### src/core/eqr_map.svh
/*
  Constants for the error queue reporter: depth, error codes, class ranges
  and status bit positions.
  Assumes 16-bit two's complement error codes.
*/
`ifndef EQR_MAP_SVH
`define EQR_MAP_SVH

// Queue geometry
`define EQR_DEPTH       30
`define EQR_CODE_W      16

// Fixed codes
`define EQR_NO_ERR      16'sh0000
`define EQR_OVERFLOW    16'shFEA2
`define EQR_INV_CHAR    16'shFF9B
`define EQR_SYNTAX      16'shFF9A
`define EQR_BAD_SEP     16'shFF99
`define EQR_DATA_TYPE   16'shFF98
`define EQR_GET_IN_MSG  16'shFF97
`define EQR_PAR_EXTRA   16'shFF94
`define EQR_PAR_MISSING 16'shFF93
`define EQR_TOO_LONG    16'shFF90
`define EQR_UNDEF_HDR   16'shFF8F
`define EQR_DIGITS      16'shFF84
`define EQR_DEV_GENERIC 16'shFED4
`define EQR_QRY_GENERIC 16'shFE70

// Class ranges, high end first
`define EQR_CMD_HI      16'shFF9C
`define EQR_CMD_LO      16'shFF39
`define EQR_EXE_HI      16'shFF38
`define EQR_EXE_LO      16'shFED5
`define EQR_DEV_HI      16'shFED4
`define EQR_DEV_LO      16'shFE71
`define EQR_QRY_HI      16'shFE70
`define EQR_QRY_LO      16'shFE0D
`define EQR_INST_LO     16'sh0001

// Standard event status bit positions
`define EQR_ESR_CMD     5
`define EQR_ESR_EXE     4
`define EQR_ESR_DEV     3
`define EQR_ESR_QRY     2

`endif

### src/core/eqr_pkg.sv
/*
  Types and the code classifier for the error queue reporter.
  Assumes eqr_map.svh is on the include path.
*/
package eqr_pkg;
`include "eqr_map.svh"

  typedef logic signed [`EQR_CODE_W-1:0] eqr_code_t;

  typedef enum logic [2:0] {
    EQR_CL_NONE = 3'h0,
    EQR_CL_CMD  = 3'h1,
    EQR_CL_EXE  = 3'h3,
    EQR_CL_DEV  = 3'h2,
    EQR_CL_QRY  = 3'h6
  } eqr_class_t;

  // Classify a code by its range; positive codes are instrument specific
  function automatic eqr_class_t eqr_classify(input eqr_code_t c);
    eqr_class_t r;
    r = EQR_CL_NONE;
    if (c <= `EQR_CMD_HI && c >= `EQR_CMD_LO) begin
      r = EQR_CL_CMD;
    end else if (c <= `EQR_EXE_HI && c >= `EQR_EXE_LO) begin
      r = EQR_CL_EXE;
    end else if ((c <= `EQR_DEV_HI && c >= `EQR_DEV_LO) || c >= `EQR_INST_LO) begin
      r = EQR_CL_DEV;
    end else if (c <= `EQR_QRY_HI && c >= `EQR_QRY_LO) begin
      r = EQR_CL_QRY;
    end
    return r;
  endfunction

endpackage

### src/core/eqr_top.sv
/*
  Error queue reporter: a 30-entry FIFO of signed error codes with an
  overflow slot, class decode into event status set pulses, and clears.
  Assumes all strobes are one-cycle pulses on mclk except talk_only, a
  front-panel level from outside the clock domain.
*/
`timescale 1ns/1ps
`include "eqr_map.svh"
// Functional notes
// - Errors leave in recording order.
// - Full queue: last entry becomes -350.
// - Overflow keeps old entries, drops newest.
// - Thirty entries: 29 ordinary plus overflow.
// - Each read removes the head entry.
// - Empty queue answers code 0.
// - Clear on reset, clear command, leaving talk-only.
// - Class follows the code range.
// - Command errors set status bit 5.
// - Syntax, header, trigger faults are command errors.
// - Command error excludes other classes; a push into a full queue still sets bit 3 too.
// - Execution errors set status bit 4.
// - Execution errors wait for evaluation end.
// - Execution error excludes other classes; a push into a full queue still sets bit 3 too.
// - Device and instrument codes set bit 3.
// - Self-test fail, queue full are device errors.
// - Query errors set status bit 2.
// - Empty read or lost output: query error.
// - Parser codes -101 to -104.
// - Parameter count codes -108, -109.
// - Over-long element gives -112.
// - Too many mantissa digits gives -124.
module eqr_top
  import eqr_pkg::*;
#(
  parameter int        DEPTH    = `EQR_DEPTH,
  parameter eqr_code_t DEV_CODE = `EQR_DEV_GENERIC,
  parameter eqr_code_t QRY_CODE = `EQR_QRY_GENERIC
) (
  // Clock, reset, enable
  input  wire logic       mclk,
  input  wire logic       arst_n,
  input  wire logic       ce,
  // Error sources
  input  wire logic [9:0] parse_flt,
  input  wire logic       exec_err,
  input  wire eqr_code_t  exec_code,
  input  wire logic       eval_done,
  input  wire logic       selftest_fail,
  input  wire logic       oq_read_empty,
  input  wire logic       oq_lost,
  input  wire logic       inst_err,
  input  wire eqr_code_t  inst_code,
  // Clears
  input  wire logic       cls_cmd,
  input  wire logic       talk_only,
  // Host error query
  input  wire logic       err_query,
  output logic            rd_valid,
  output eqr_code_t       rd_code,
  // Status
  output logic [7:0]      esr_set,
  output logic [4:0]      q_count,
  output logic            q_ovf
);
  localparam int CW = $clog2(DEPTH + 1);
  localparam int IW = $clog2(DEPTH);
  localparam logic [CW-1:0] FULL = CW'(DEPTH);
  localparam logic [CW-1:0] ORD  = CW'(DEPTH - 1);

  ////////////////////////////////////////////////////////////////////////
  // Index wrap on the ring
  function automatic logic [IW-1:0] ring_add(input logic [IW-1:0] a,
                                             input logic [CW-1:0] b);
    logic [CW:0] s;
    s = CW'(a) + b;
    if (s >= (CW+1)'(DEPTH)) begin
      s = s - (CW+1)'(DEPTH);
    end
    return IW'(s);
  endfunction

  ////////////////////////////////////////////////////////////////////////
  // Front-panel mode and parser codes
  logic      talk_s;
  logic      talk_prev_reg;
  logic      talk_prev_next;
  logic      cmd_hit;
  eqr_code_t cmd_code;

  eqr_sync u_sync (
    .mclk    (mclk),
    .arst_n  (arst_n),
    .ce      (ce),
    .d_async (talk_only),
    .q_sync  (talk_s)
  );

  eqr_code_sel u_sel (
    .parse_flt (parse_flt),
    .cmd_hit   (cmd_hit),
    .cmd_code  (cmd_code)
  );

  ////////////////////////////////////////////////////////////////////////
  // Execution errors held until evaluation completes
  logic      exe_pend_reg;
  logic      exe_pend_next;
  eqr_code_t exe_code_reg;
  eqr_code_t exe_code_next;
  logic      exe_fire;
  eqr_code_t exe_out;

  always_comb begin
    exe_fire      = eval_done & (exe_pend_reg | exec_err);
    exe_out       = exec_err ? exec_code : exe_code_reg;
    exe_pend_next = (exe_pend_reg | exec_err) & ~eval_done;
    exe_code_next = exec_err ? exec_code : exe_code_reg;
  end

  ////////////////////////////////////////////////////////////////////////
  // Source pick: one event per cycle yields at most one class; codes outside every range give none
  logic      push;
  eqr_code_t push_code;

  always_comb begin
    push      = 1'b1;
    push_code = `EQR_NO_ERR;
    if (cmd_hit) begin
      push_code = cmd_code;
    end else if (exe_fire) begin
      push_code = exe_out;
    end else if (selftest_fail) begin
      push_code = DEV_CODE;
    end else if (oq_read_empty | oq_lost) begin
      push_code = QRY_CODE;
    end else if (inst_err) begin
      push_code = inst_code;
    end else begin
      push = 1'b0;
    end
  end

  ////////////////////////////////////////////////////////////////////////
  // Queue state
  eqr_code_t       mem_reg [DEPTH];
  eqr_code_t       mem_next [DEPTH];
  logic [IW-1:0]   head_reg;
  logic [IW-1:0]   head_next;
  logic [CW-1:0]   cnt_reg;
  logic [CW-1:0]   cnt_next;
  logic            ovf_reg;
  logic            ovf_next;
  logic            rd_valid_next;
  eqr_code_t       rd_code_next;
  logic [7:0]      esr_next;
  logic            clr;
  logic            pop;
  logic            ovf_evt;
  logic [CW-1:0]   cnt_a;
  logic [IW-1:0]   head_a;
  logic            ovf_a;
  eqr_class_t      cls;

  always_comb begin
    clr            = cls_cmd | (talk_prev_reg & ~talk_s);
    talk_prev_next = talk_s;
    pop            = err_query & (cnt_reg != '0);
    mem_next       = mem_reg;
    rd_valid_next  = err_query;
    rd_code_next   = `EQR_NO_ERR;
    if (pop) begin
      rd_code_next = mem_reg[head_reg];
    end
    // Pop first, then push against what remains
    cnt_a  = pop ? CW'(cnt_reg - CW'(1)) : cnt_reg;
    head_a = pop ? ring_add(head_reg, CW'(1)) : head_reg;
    ovf_a  = ovf_reg & (cnt_a != '0);
    ovf_evt = push & (ovf_a | (cnt_a == ORD));
    cnt_next  = cnt_a;
    head_next = head_a;
    ovf_next  = ovf_a;
    // Marker must stay last, so nothing queues behind it
    if (push && !ovf_a) begin
      if (cnt_a < ORD) begin
        mem_next[ring_add(head_a, cnt_a)] = push_code;
      end else begin
        mem_next[ring_add(head_a, cnt_a)] = `EQR_OVERFLOW;
        ovf_next = 1'b1;
      end
      cnt_next = CW'(cnt_a + CW'(1));
    end
    // Clear command or leaving talk-only empties the queue, overflow included
    if (clr) begin
      cnt_next  = '0;
      head_next = '0;
      ovf_next  = 1'b0;
    end
    cls      = eqr_classify(push_code);
    esr_next = 8'h00;
    if (push) begin
      esr_next[`EQR_ESR_CMD] = (cls == EQR_CL_CMD);
      esr_next[`EQR_ESR_EXE] = (cls == EQR_CL_EXE);
      esr_next[`EQR_ESR_DEV] = (cls == EQR_CL_DEV) | ovf_evt;
      esr_next[`EQR_ESR_QRY] = (cls == EQR_CL_QRY);
    end
  end

  always_ff @(posedge mclk or negedge arst_n) begin
    if (!arst_n) begin
      for (int i = 0; i < DEPTH; i++) begin
        mem_reg[i] <= `EQR_NO_ERR;
      end
      head_reg      <= '0;
      cnt_reg       <= '0;
      ovf_reg       <= 1'b0;
      rd_valid      <= 1'b0;
      rd_code       <= `EQR_NO_ERR;
      esr_set       <= 8'h00;
      exe_pend_reg  <= 1'b0;
      exe_code_reg  <= `EQR_NO_ERR;
      talk_prev_reg <= 1'b0;
    end else if (ce) begin
      mem_reg       <= mem_next;
      head_reg      <= head_next;
      cnt_reg       <= cnt_next;
      ovf_reg       <= ovf_next;
      rd_valid      <= rd_valid_next;
      rd_code       <= rd_code_next;
      esr_set       <= esr_next;
      exe_pend_reg  <= exe_pend_next;
      exe_code_reg  <= exe_code_next;
      talk_prev_reg <= talk_prev_next;
    end
  end

  assign q_count = 5'(cnt_reg);
  assign q_ovf   = ovf_reg;
endmodule

### src/core/eqr_sync.sv
/*
  Two-flop synchroniser for one level from outside the clock domain.
  Assumes the level changes slowly compared with mclk.
*/
`timescale 1ns/1ps
module eqr_sync (
  // Clock and reset
  input  wire logic mclk,
  input  wire logic arst_n,
  input  wire logic ce,
  // Level
  input  wire logic d_async,
  output logic      q_sync
);
  logic meta_reg;
  logic meta_next;
  logic sync_next;

  always_comb begin
    meta_next = ce ? d_async : meta_reg;
    sync_next = ce ? meta_reg : q_sync;
  end

  always_ff @(posedge mclk or negedge arst_n) begin
    if (!arst_n) begin
      meta_reg <= 1'b0;
      q_sync   <= 1'b0;
    end else begin
      meta_reg <= meta_next;
      q_sync   <= sync_next;
    end
  end
endmodule

### src/core/eqr_code_sel.sv
/*
  Turns parser fault strobes into one command-class code, lowest bit first.
  Assumes the strobes are one-cycle pulses on mclk.
*/
`timescale 1ns/1ps
`include "eqr_map.svh"
module eqr_code_sel
  import eqr_pkg::*;
(
  // Parser faults
  input  wire logic [9:0] parse_flt,
  // Selected code
  output logic            cmd_hit,
  output eqr_code_t       cmd_code
);
  localparam eqr_code_t TBL [10] = '{`EQR_INV_CHAR, `EQR_SYNTAX, `EQR_BAD_SEP,
    `EQR_DATA_TYPE, `EQR_GET_IN_MSG, `EQR_PAR_EXTRA, `EQR_PAR_MISSING,
    `EQR_TOO_LONG, `EQR_UNDEF_HDR, `EQR_DIGITS};

  // Only one code per event, so a parse fault yields one command error
  always_comb begin
    cmd_hit  = |parse_flt;
    cmd_code = `EQR_NO_ERR;
    for (int i = 9; i >= 0; i--) begin
      if (parse_flt[i]) begin
        cmd_code = TBL[i];
      end
    end
  end
endmodule

### config.mk
export PLATFORM = sky130hd
export DESIGN_NAME = eqr_top
export DESIGN_NICKNAME = d
export VERILOG_FILES = /design/src/core/eqr_pkg.sv /design/src/core/eqr_top.sv /design/src/core/eqr_sync.sv /design/src/core/eqr_code_sel.sv
export VERILOG_INCLUDE_DIRS = /design/src /design/src/core
export SDC_FILE = /design/constraint.sdc
export NUM_CORES = 1
export LEC_CHECK = 0
export BUFFER_PORTS_ARGS = -buffer_cell sky130_fd_sc_hd__buf_4
export CAP_MARGIN = 25
export CORE_ASPECT_RATIO = 0.7
export CORE_MARGIN = 10
export CORE_UTILIZATION = 57
export CTS_CLUSTER_SIZE = 12
export DETAILED_ROUTE_END_ITERATION = 10
export MAX_ROUTING_LAYER = met4
export PLACE_DENSITY = 0.77
export SETUP_SLACK_MARGIN = 0.1
export SYNTH_ARGS = -nofsm -noshare
export SYNTH_HDL_FRONTEND = slang
export SYNTH_SLANG_ARGS = --single-unit
### constraint.sdc
create_clock -name mclk -period 5.7 [get_ports mclk]
set_input_delay 0.285 -clock mclk [delete_from_list [all_inputs] [get_ports mclk]]
set_output_delay 0.285 -clock mclk [all_outputs]
set_load 0.02 [all_outputs]
# Word level (Yosys, flattened, before mapping)
# Index checks and enable logic that the tools add are counted.
dict set report totals {
  reg_bits 532
  input_bits 54
  output_inout_bits 31
  elab_cells 151
}
dict set report classes {
  n_addsub 6
  n_lt_le_gt_ge 17
  eq_ne 5
  mux 50
  n_bitwise 19
  n_reduce_logical 13
}
# operator n
set ops {}
lappend ops {{480-bit bitwise mux} 1}
lappend ops {{480-bit 2-to-1 mux} 1}
lappend ops {{16-bit 2-to-1 mux} 21}
lappend ops {{300-bit bitwise OR} 1}
lappend ops {{180-bit AND} 1}
lappend ops {{180-bit inverter} 1}
lappend ops {{16-bit demux with 5-bit select} 2}
lappend ops {{16-bit binary-select mux with 5-bit select} 1}
lappend ops {{5-bit 2-to-1 mux} 11}
lappend ops {{16-bit by 10-bit greater-or-equal comparator with 1-bit output, second input constant} 3}
lappend ops {{16-bit by 10-bit <= comparator with 1-bit output, second input constant} 2}
lappend ops {{6-bit greater-or-equal comparator, second input constant} 3}
lappend ops {{5-bit inverter with 6-bit output} 3}
lappend ops {{16-bit by 2-bit greater-or-equal comparator with 1-bit output, second input constant} 1}
lappend ops {{16-bit by 9-bit greater-or-equal comparator with 1-bit output, second input constant} 1}
lappend ops {{16-bit by 8-bit <= comparator with 1-bit output, second input constant} 1}
lappend ops {{16-bit by 9-bit <= comparator with 1-bit output, second input constant} 1}
lappend ops {{6-bit by 5-bit greater-or-equal comparator with 1-bit output, second input constant} 2}
lappend ops {{6-bit by 1-bit less-than comparator with 1-bit output, second input constant} 2}
lappend ops {{3-bit 2-to-1 mux} 4}
lappend ops {{5-bit nonzero test} 2}
lappend ops {{10-bit OR reduction} 1}
lappend ops {{5-bit subtractor, second input constant} 2}
lappend ops {{1-bit 2-to-1 mux} 8}
lappend ops {{other kinds (17)} 34}

# Depth between registers and ports, before layout
dict set report depth {
  ltp_word 20
  depth_mapped 24
  mapped_depth_nobuf 20
}

# Cells and area by module
# Synthesis repeated with hierarchy kept, for this count alone.
dict set report hier_totals {
  hier_cells 1863
  area_unflattened_um2 26243.9
}
# mod n_inst cells_each area_each_um2 seq_area_each_um2
set modules_own_cells {}
lappend modules_own_cells {eqr_top 1 1829 25972.4 13262.7}
lappend modules_own_cells {eqr_code_sel 1 30 198.9 0.0}
lappend modules_own_cells {eqr_sync 1 4 72.6 50.0}

# Worst setup path after synthesis
# OpenSTA, ideal clock, no wires.
dict set report synth_path {
  kind {reg2reg}
  start {register head_reg[0]}
  end {register mem_reg[86] in the netlist's numbering}
  setup_time_ns 0.125
  arrival_ns 5.310
  t_required_ns 5.575
  setup_slack_ns 0.265
  path_stages_with_launch 20
  path_buffers 6
  synth_period_minus_slack_ns 5.435
  cell_sequence {dfrtp_1 -> buf_2 -> buf_2 -> buf_1 -> clkbuf_1 -> nand3_1 -> a31o_2 -> a21oi_1 -> xor2_1 -> ha_1 -> nor3b_1 -> nor3b_1 -> a31oi_1 -> a21boi_4 -> o311a_1 -> or3_1 -> buf_2 -> nor2_4 -> buf_4 -> mux2_2}
}
dict set report synth_between {
  elab_chain_cells 17
  word_cells_on_any_way 29
  classes_between {4 x add/sub; 6 x order compare; 13 x mux; 4 x bitwise; 2 x reduce/logical}
}
# item line_no
set synth_rtl {}
lappend synth_rtl {{start, declared} eqr_top.sv:147} ;# logic [IW-1:0] head_reg;
lappend synth_rtl {{start signal, assigned} eqr_top.sv:224} ;# head_reg <= head_next;
lappend synth_rtl {{5-bit by 1-bit adder with 6-bit output} eqr_top.sv:75} ;# s = CW'(a) + b;
lappend synth_rtl {{5-bit subtractor / 6-bit by 5-bit greater-or-equal comparator with 1-bit output (equally long branches)} {eqr_top.sv:77, eqr_top.sv:76}}
lappend synth_rtl {{5-bit 2-to-1 mux} eqr_top.sv:76} ;# if (s >= (CW+1)'(DEPTH)) begin
lappend synth_rtl {{5-bit 2-to-1 mux (*)} eqr_top.sv:176} ;# head_a = pop ? ring_add(head_reg, CW'(1)) : head_reg;
lappend synth_rtl {{5-bit by 5-bit adder with 6-bit output (*)} eqr_top.sv:75}
lappend synth_rtl {{5-bit subtractor / 6-bit by 5-bit greater-or-equal comparator with 1-bit output (equally long branches)} {eqr_top.sv:77, eqr_top.sv:76}}
lappend synth_rtl {{5-bit 2-to-1 mux (*)} eqr_top.sv:76}
lappend synth_rtl {{5-bit 2-to-1 mux} eqr_top.sv:184} ;# if (cnt_a < ORD) begin
lappend synth_rtl {{5-bit 2-to-1 mux} eqr_top.sv:183} ;# if (push && !ovf_a) begin
lappend synth_rtl {{5-bit inverter with 6-bit output (no source line)} --}
lappend synth_rtl {{6-bit greater-or-equal comparator (no source line) / 6-bit by 1-bit less-than comparator with 1-bit output (equally long branches)} --}
lappend synth_rtl {{1-bit logical AND (no source line)} --}
lappend synth_rtl {{16-bit 2-to-1 mux (no source line)} --}
lappend synth_rtl {{16-bit demux with 5-bit select (no source line)} --}
lappend synth_rtl {{180-bit inverter (no source line)} --}
lappend synth_rtl {{180-bit AND (no source line)} --}
lappend synth_rtl {{480-bit 2-to-1 mux (*)} eqr_top.sv:184}
lappend synth_rtl {{end signal, assigned by index} eqr_top.sv:211} ;# mem_reg[i] <= `EQR_NO_ERR;
lappend synth_rtl {{end signal, assigned} eqr_top.sv:223} ;# mem_reg <= mem_next;
lappend synth_rtl {{end, declared} eqr_top.sv:145} ;# eqr_code_t mem_reg [DEPTH];
# Mark *: on every way between the ends. The rest lies on a longest branch, timed or not. The select of a mux whose other input is x is not followed.
# A chain may end at the register's enable or synchronous reset.

# Worst setup path after layout
dict set report layout_path {
  start {register cnt_reg[0] (netlist: q_count[0])}
  end {register mem_reg[209] in the netlist's numbering}
}
dict set report layout_between {
  elab_chain_cells 15
  word_cells_on_any_way 34
  classes_between {3 x add/sub; 6 x order compare; 13 x mux; 5 x bitwise; 7 x reduce/logical}
}
# item line_no
set layout_rtl {}
lappend layout_rtl {{start, declared} eqr_top.sv:149} ;# logic [CW-1:0] cnt_reg;
lappend layout_rtl {{start signal, assigned} eqr_top.sv:225} ;# cnt_reg <= cnt_next;
lappend layout_rtl {{branches (longest 15 deep; another with 5-bit by 5-bit adder with 6-bit output)} --}
# Parallel ways; which one is timed is not known. The select of a mux whose other input is x is not followed.

==> run summary <==
The number of global-route vias before repair is 18,450, and the count of input and output buffers is 80. In this run, the number of DRC markers left after iteration 0 of detailed routing was 1,868. Pin placement for this block handled 85 I/O pins.

After floorplanning, the core was divided into 65 placement rows. The switching portion of total power is 0.354. The floorplan step set the die width to 278 um. The fraction of layout cells with a size suffix above 1 is 0.376.

The final instance area is 0.0297 sq mm. Setup violations remaining at the end of the flow were counted as 0. STA classifies the critical path startpoint as a flip-flop.

The maximum single-stage delay on the critical path is 0.56 ns, and the number of warnings reported in the yosys synthesis log is 0. Counting flops with a built-in enable in the synthesized netlist gives 0. Endpoint of the worst setup timing path: mem_reg[209].

The share of synthesized flip-flops with an asynchronous set or reset was 1.00; the netlist area before placement was 0.0265 sq mm. After detailed routing, the number of remaining DRC violations is 0. The clock slew seen by the registers of the worst setup and hold paths was 0.06 ns. Once detailed placement completed, the half-perimeter wirelength came to 47,300 um. The post-route worst hold slack was 0.0547 ns. In this run, CTS created clock tree buffers numbering 52. After detailed routing, the average wire length per cell comes to 26.5 um.

The cell type group with the largest total delay on the critical path is compound AO/OA/AOI/OAI gates. Initial antenna violation count: 3. The startpoint-to-endpoint class of the critical path is reg -> reg.

The sequential power share came out at 0.387. For this design, the sink count on the clock tree is 532. The run gives 0.378 as the logic gate share of total power. For the worst setup path, the data required time is 6.16 ns.

The non-filler instance count after layout came out at 2,671. The share of the clock period used by the worst path after layout was 0.938. The logic depth of the worst path, buffers included is 15. The worst-skew pair later-pin latency came out at 0.60 ns. The register with the most flip-flops in the layout has 480 of them. The flow ran to the end, and the final reports show no timing, DRC or antenna violations.

Setup repair after global routing could not meet its margin everywhere. After detailed routing, the total wire length is 70,900 um. The overall die area was 0.0556 sq mm; the power density over the cells was 458 mW/mm^2. In this run, synthesis produced a sequential element count of 532. Data on the critical path arrives at its endpoint at 5.81 ns. For the pin with the worst max-slew slack, the measured transition is 1.07 ns. The internal portion of the total power is 8.79 mW.

For the relative slew slack, the log shows 0.277. TritonCTS built the clock tree. The logs give 0.259 for the combined global-route utilization of all metal layers and 3 for the number of buffers on the longest clock path. The setup skew after layout was 0.0284 ns; the upper clock frequency limit was 187 MHz. The tools report the detailed-router iteration count before antenna repair as 7. The capture instance of the worst register-to-register path was mem_reg[209]. Synthesis produced 1,968 cells.

The average instance in the mapped netlist occupies 13.5 sq um. The tools report the post-route antenna net violation count as 0. The logs give 0.582 for the starting density of the core and 0.990 for the routability congestion estimate from global placement.

The worst-case IR drop observed on VDD is 0.307 mV. In the synthesized netlist the dominant register cell turns out to be dfrtp_1. For this design the static power due to leakage is 12.6 nW.

Summing all placed instances gives a cell area of 0.0278 sq mm. The final count of pins violating max slew was 0; the share of the core filled with cells in the final layout was 0.652. In this run the register-to-register setup slack is 0.35 ns. The final global-route overflow total is 0. Slowest cell on the critical path: o21ai_1.

The first global-routing pass estimated 111,000 um of wire. Number of buffers and inverters on the critical path: 1. The worst register-to-register path begins at q_count[0]. Summed over all nets, the switching power comes to 4.81 mW. The area growth from synthesis to layout is 12.0%.

The tools report the sequential area share after synthesis as 0.503. The buffer cell driving the clock tree root was clkbuf_16. The signal on the critical path passes through inv_1 -> ha_1 -> or4b_4 -> and2_2 -> nand2_1 -> o21ai_0 -> ha_1 -> a2111o_1 -> a31o_2 -> o21ai_2 -> mux2i_1 -> o21ai_1 -> o21ai_1 -> nand2_2 -> mux2_4. The worst min-delay path category is in -> reg.

The number of failing hold endpoints at the final stage was 0. Entering global routing, the biggest net connects 190 pins. Max-cap violations in this run came to 0. In the final design database the tool counted 2,119 nets.

After layout, the minimum clock period comes to 5.35 ns. Yosys mapped the design onto 92 distinct sky130hd cell types. The core region is 0.0455 sq mm. In this run the worst path has a maximum fanout of 12. After detailed routing, the number of vias per cell comes to 6.68. The via count is 17,845, and the number of H-tree levels is 2. The number of placed instances, taps included, is 2,571. The clock network fraction of design power was 0.235. The worst setup path is captured at a flip-flop.

Worst setup path startpoint: q_count[0]. The depth of the worst register-to-register path was 15; the die height was 200 um.
worst min-delay path by stage:
stage	start	slack (ns)	end	depth (start not counted)
final	eval_done	0.05	exe_pend_reg	2
after detailed placement	arst_n	0.41	q_count[4]	1
after global routing	err_query	0.05	rd_valid	2
after global placement	arst_n	0.40	q_count[2]	1
after floorplan	arst_n	-0.01	esr_set[2]	0
after CTS	eval_done	0.03	exe_pend_reg	2
power groups by stage:
stage | clock (mW) | combinational, mW | sequential (mW)
floorplan | 0 | 3.48 | 5.18
global placement | 0 | 4.80 | 5.23
detailed placement | 0 | 4.92 | 5.30
CTS | 3.24 | 4.96 | 5.25
global route | 3.39 | 5.47 | 5.37
finish | 3.19 | 5.15 | 5.26
cells by family after synthesis:
| group | synth area share |
|---|---|
| adder cells (fa/ha/maj) | 0.00643 |
| other | 0.000142 |
| multiplexers | 0.288 |
| AND/OR/NAND/NOR | 0.0582 |
| AO/OA/AOI/OAI | 0.102 |
| buffers and inverters | 0.0371 |
| flip-flops | 0.503 |
| XOR/XNOR | 0.00463 |
cell type report:
cell class	count	area [sq um]
Fill cell	3285	15800
Antenna cell	2	5.00
Timing Repair Buffer	196	1670
Multi-Input combinational cell	1226	12300
Sequential cell	532	13300
Clock inverter	6	87.6
Clock buffer	62	1410
Tap cell	603	754
Inverter	44	165
synth_stat cells, types with 16 or more instances:
| cell type | instances | area share |
|---|---|---|
| dfrtp_1 | 532 | 0.50 |
| mux2_2 | 316 | 0.13 |
| mux4_2 | 128 | 0.11 |
| clkbuf_1 | 99 | 0.014 |
| nand2_1 | 79 | 0.011 |
| a21oi_1 | 75 | 0.014 |
| nor2_1 | 67 | 0.0095 |
| a2bb2oi_1 | 48 | 0.016 |
| o21ai_0 | 44 | 0.0083 |
| inv_1 | 43 | 0.0061 |
| mux2_1 | 43 | 0.018 |
| mux2i_1 | 41 | 0.016 |
| buf_2 | 27 | 0.0051 |
| a22oi_1 | 20 | 0.0057 |
| mux2_4 | 20 | 0.011 |
| nor3_1 | 20 | 0.0038 |
| o22a_1 | 20 | 0.0066 |
| a31oi_1 | 19 | 0.0045 |
| buf_1 | 16 | 0.0023 |
routing by layer:
metal,share of wire,vias up,GRT usage
met5,0,-,-
met4,0.022,0,0.0613
met3,0.097,124,0.0670
met2,0.44,798,0.369
met1,0.44,9375,0.367
li1,-,7548,-
through the flow:
step / worst slack (ns) / TNS [ns] / power, mW
after floorplan: 0.265 / 0 / 8.67
after global placement: 0.274 / 0 / 10.0
after detailed placement: 0.188 / 0 / 10.2
after CTS: 0.123 / 0 / 13.4
after global routing: -0.0000733 / -0.0000733 / 14.2
final: 0.352 / 0 / 13.6
placed cells by master, fill, tap and decap left out, drive strengths merged, types with 8 or more instances in the layout:
master and instances:
a21oi 81, nor3 26, nor2b 10, a22oi 20, or2 9, a32o 10
inv 45, nand2 83, ha 12, o21ai 48, buf 178, a31oi 21
mux2i 41, clkbuf 62, nand4 12, nand2b 8, nor2 75, and2 11
mux4 128, dlygate4sd3 18, o22a 20, nand3 10, o2111ai 15, a211oi 14
a2bb2oi 48, mux2 379, or3 8, dfrtp 532, o2bb2ai 11
timing repair:
item                                    CTS  global route
endpoints found under the setup margin    0           425
gates resized for setup                   0             7
setup buffers                             0            11
hold endpoints to repair                122             0
hold buffers                             18             0
Note: power is estimated with default switching activity, not from simulation.
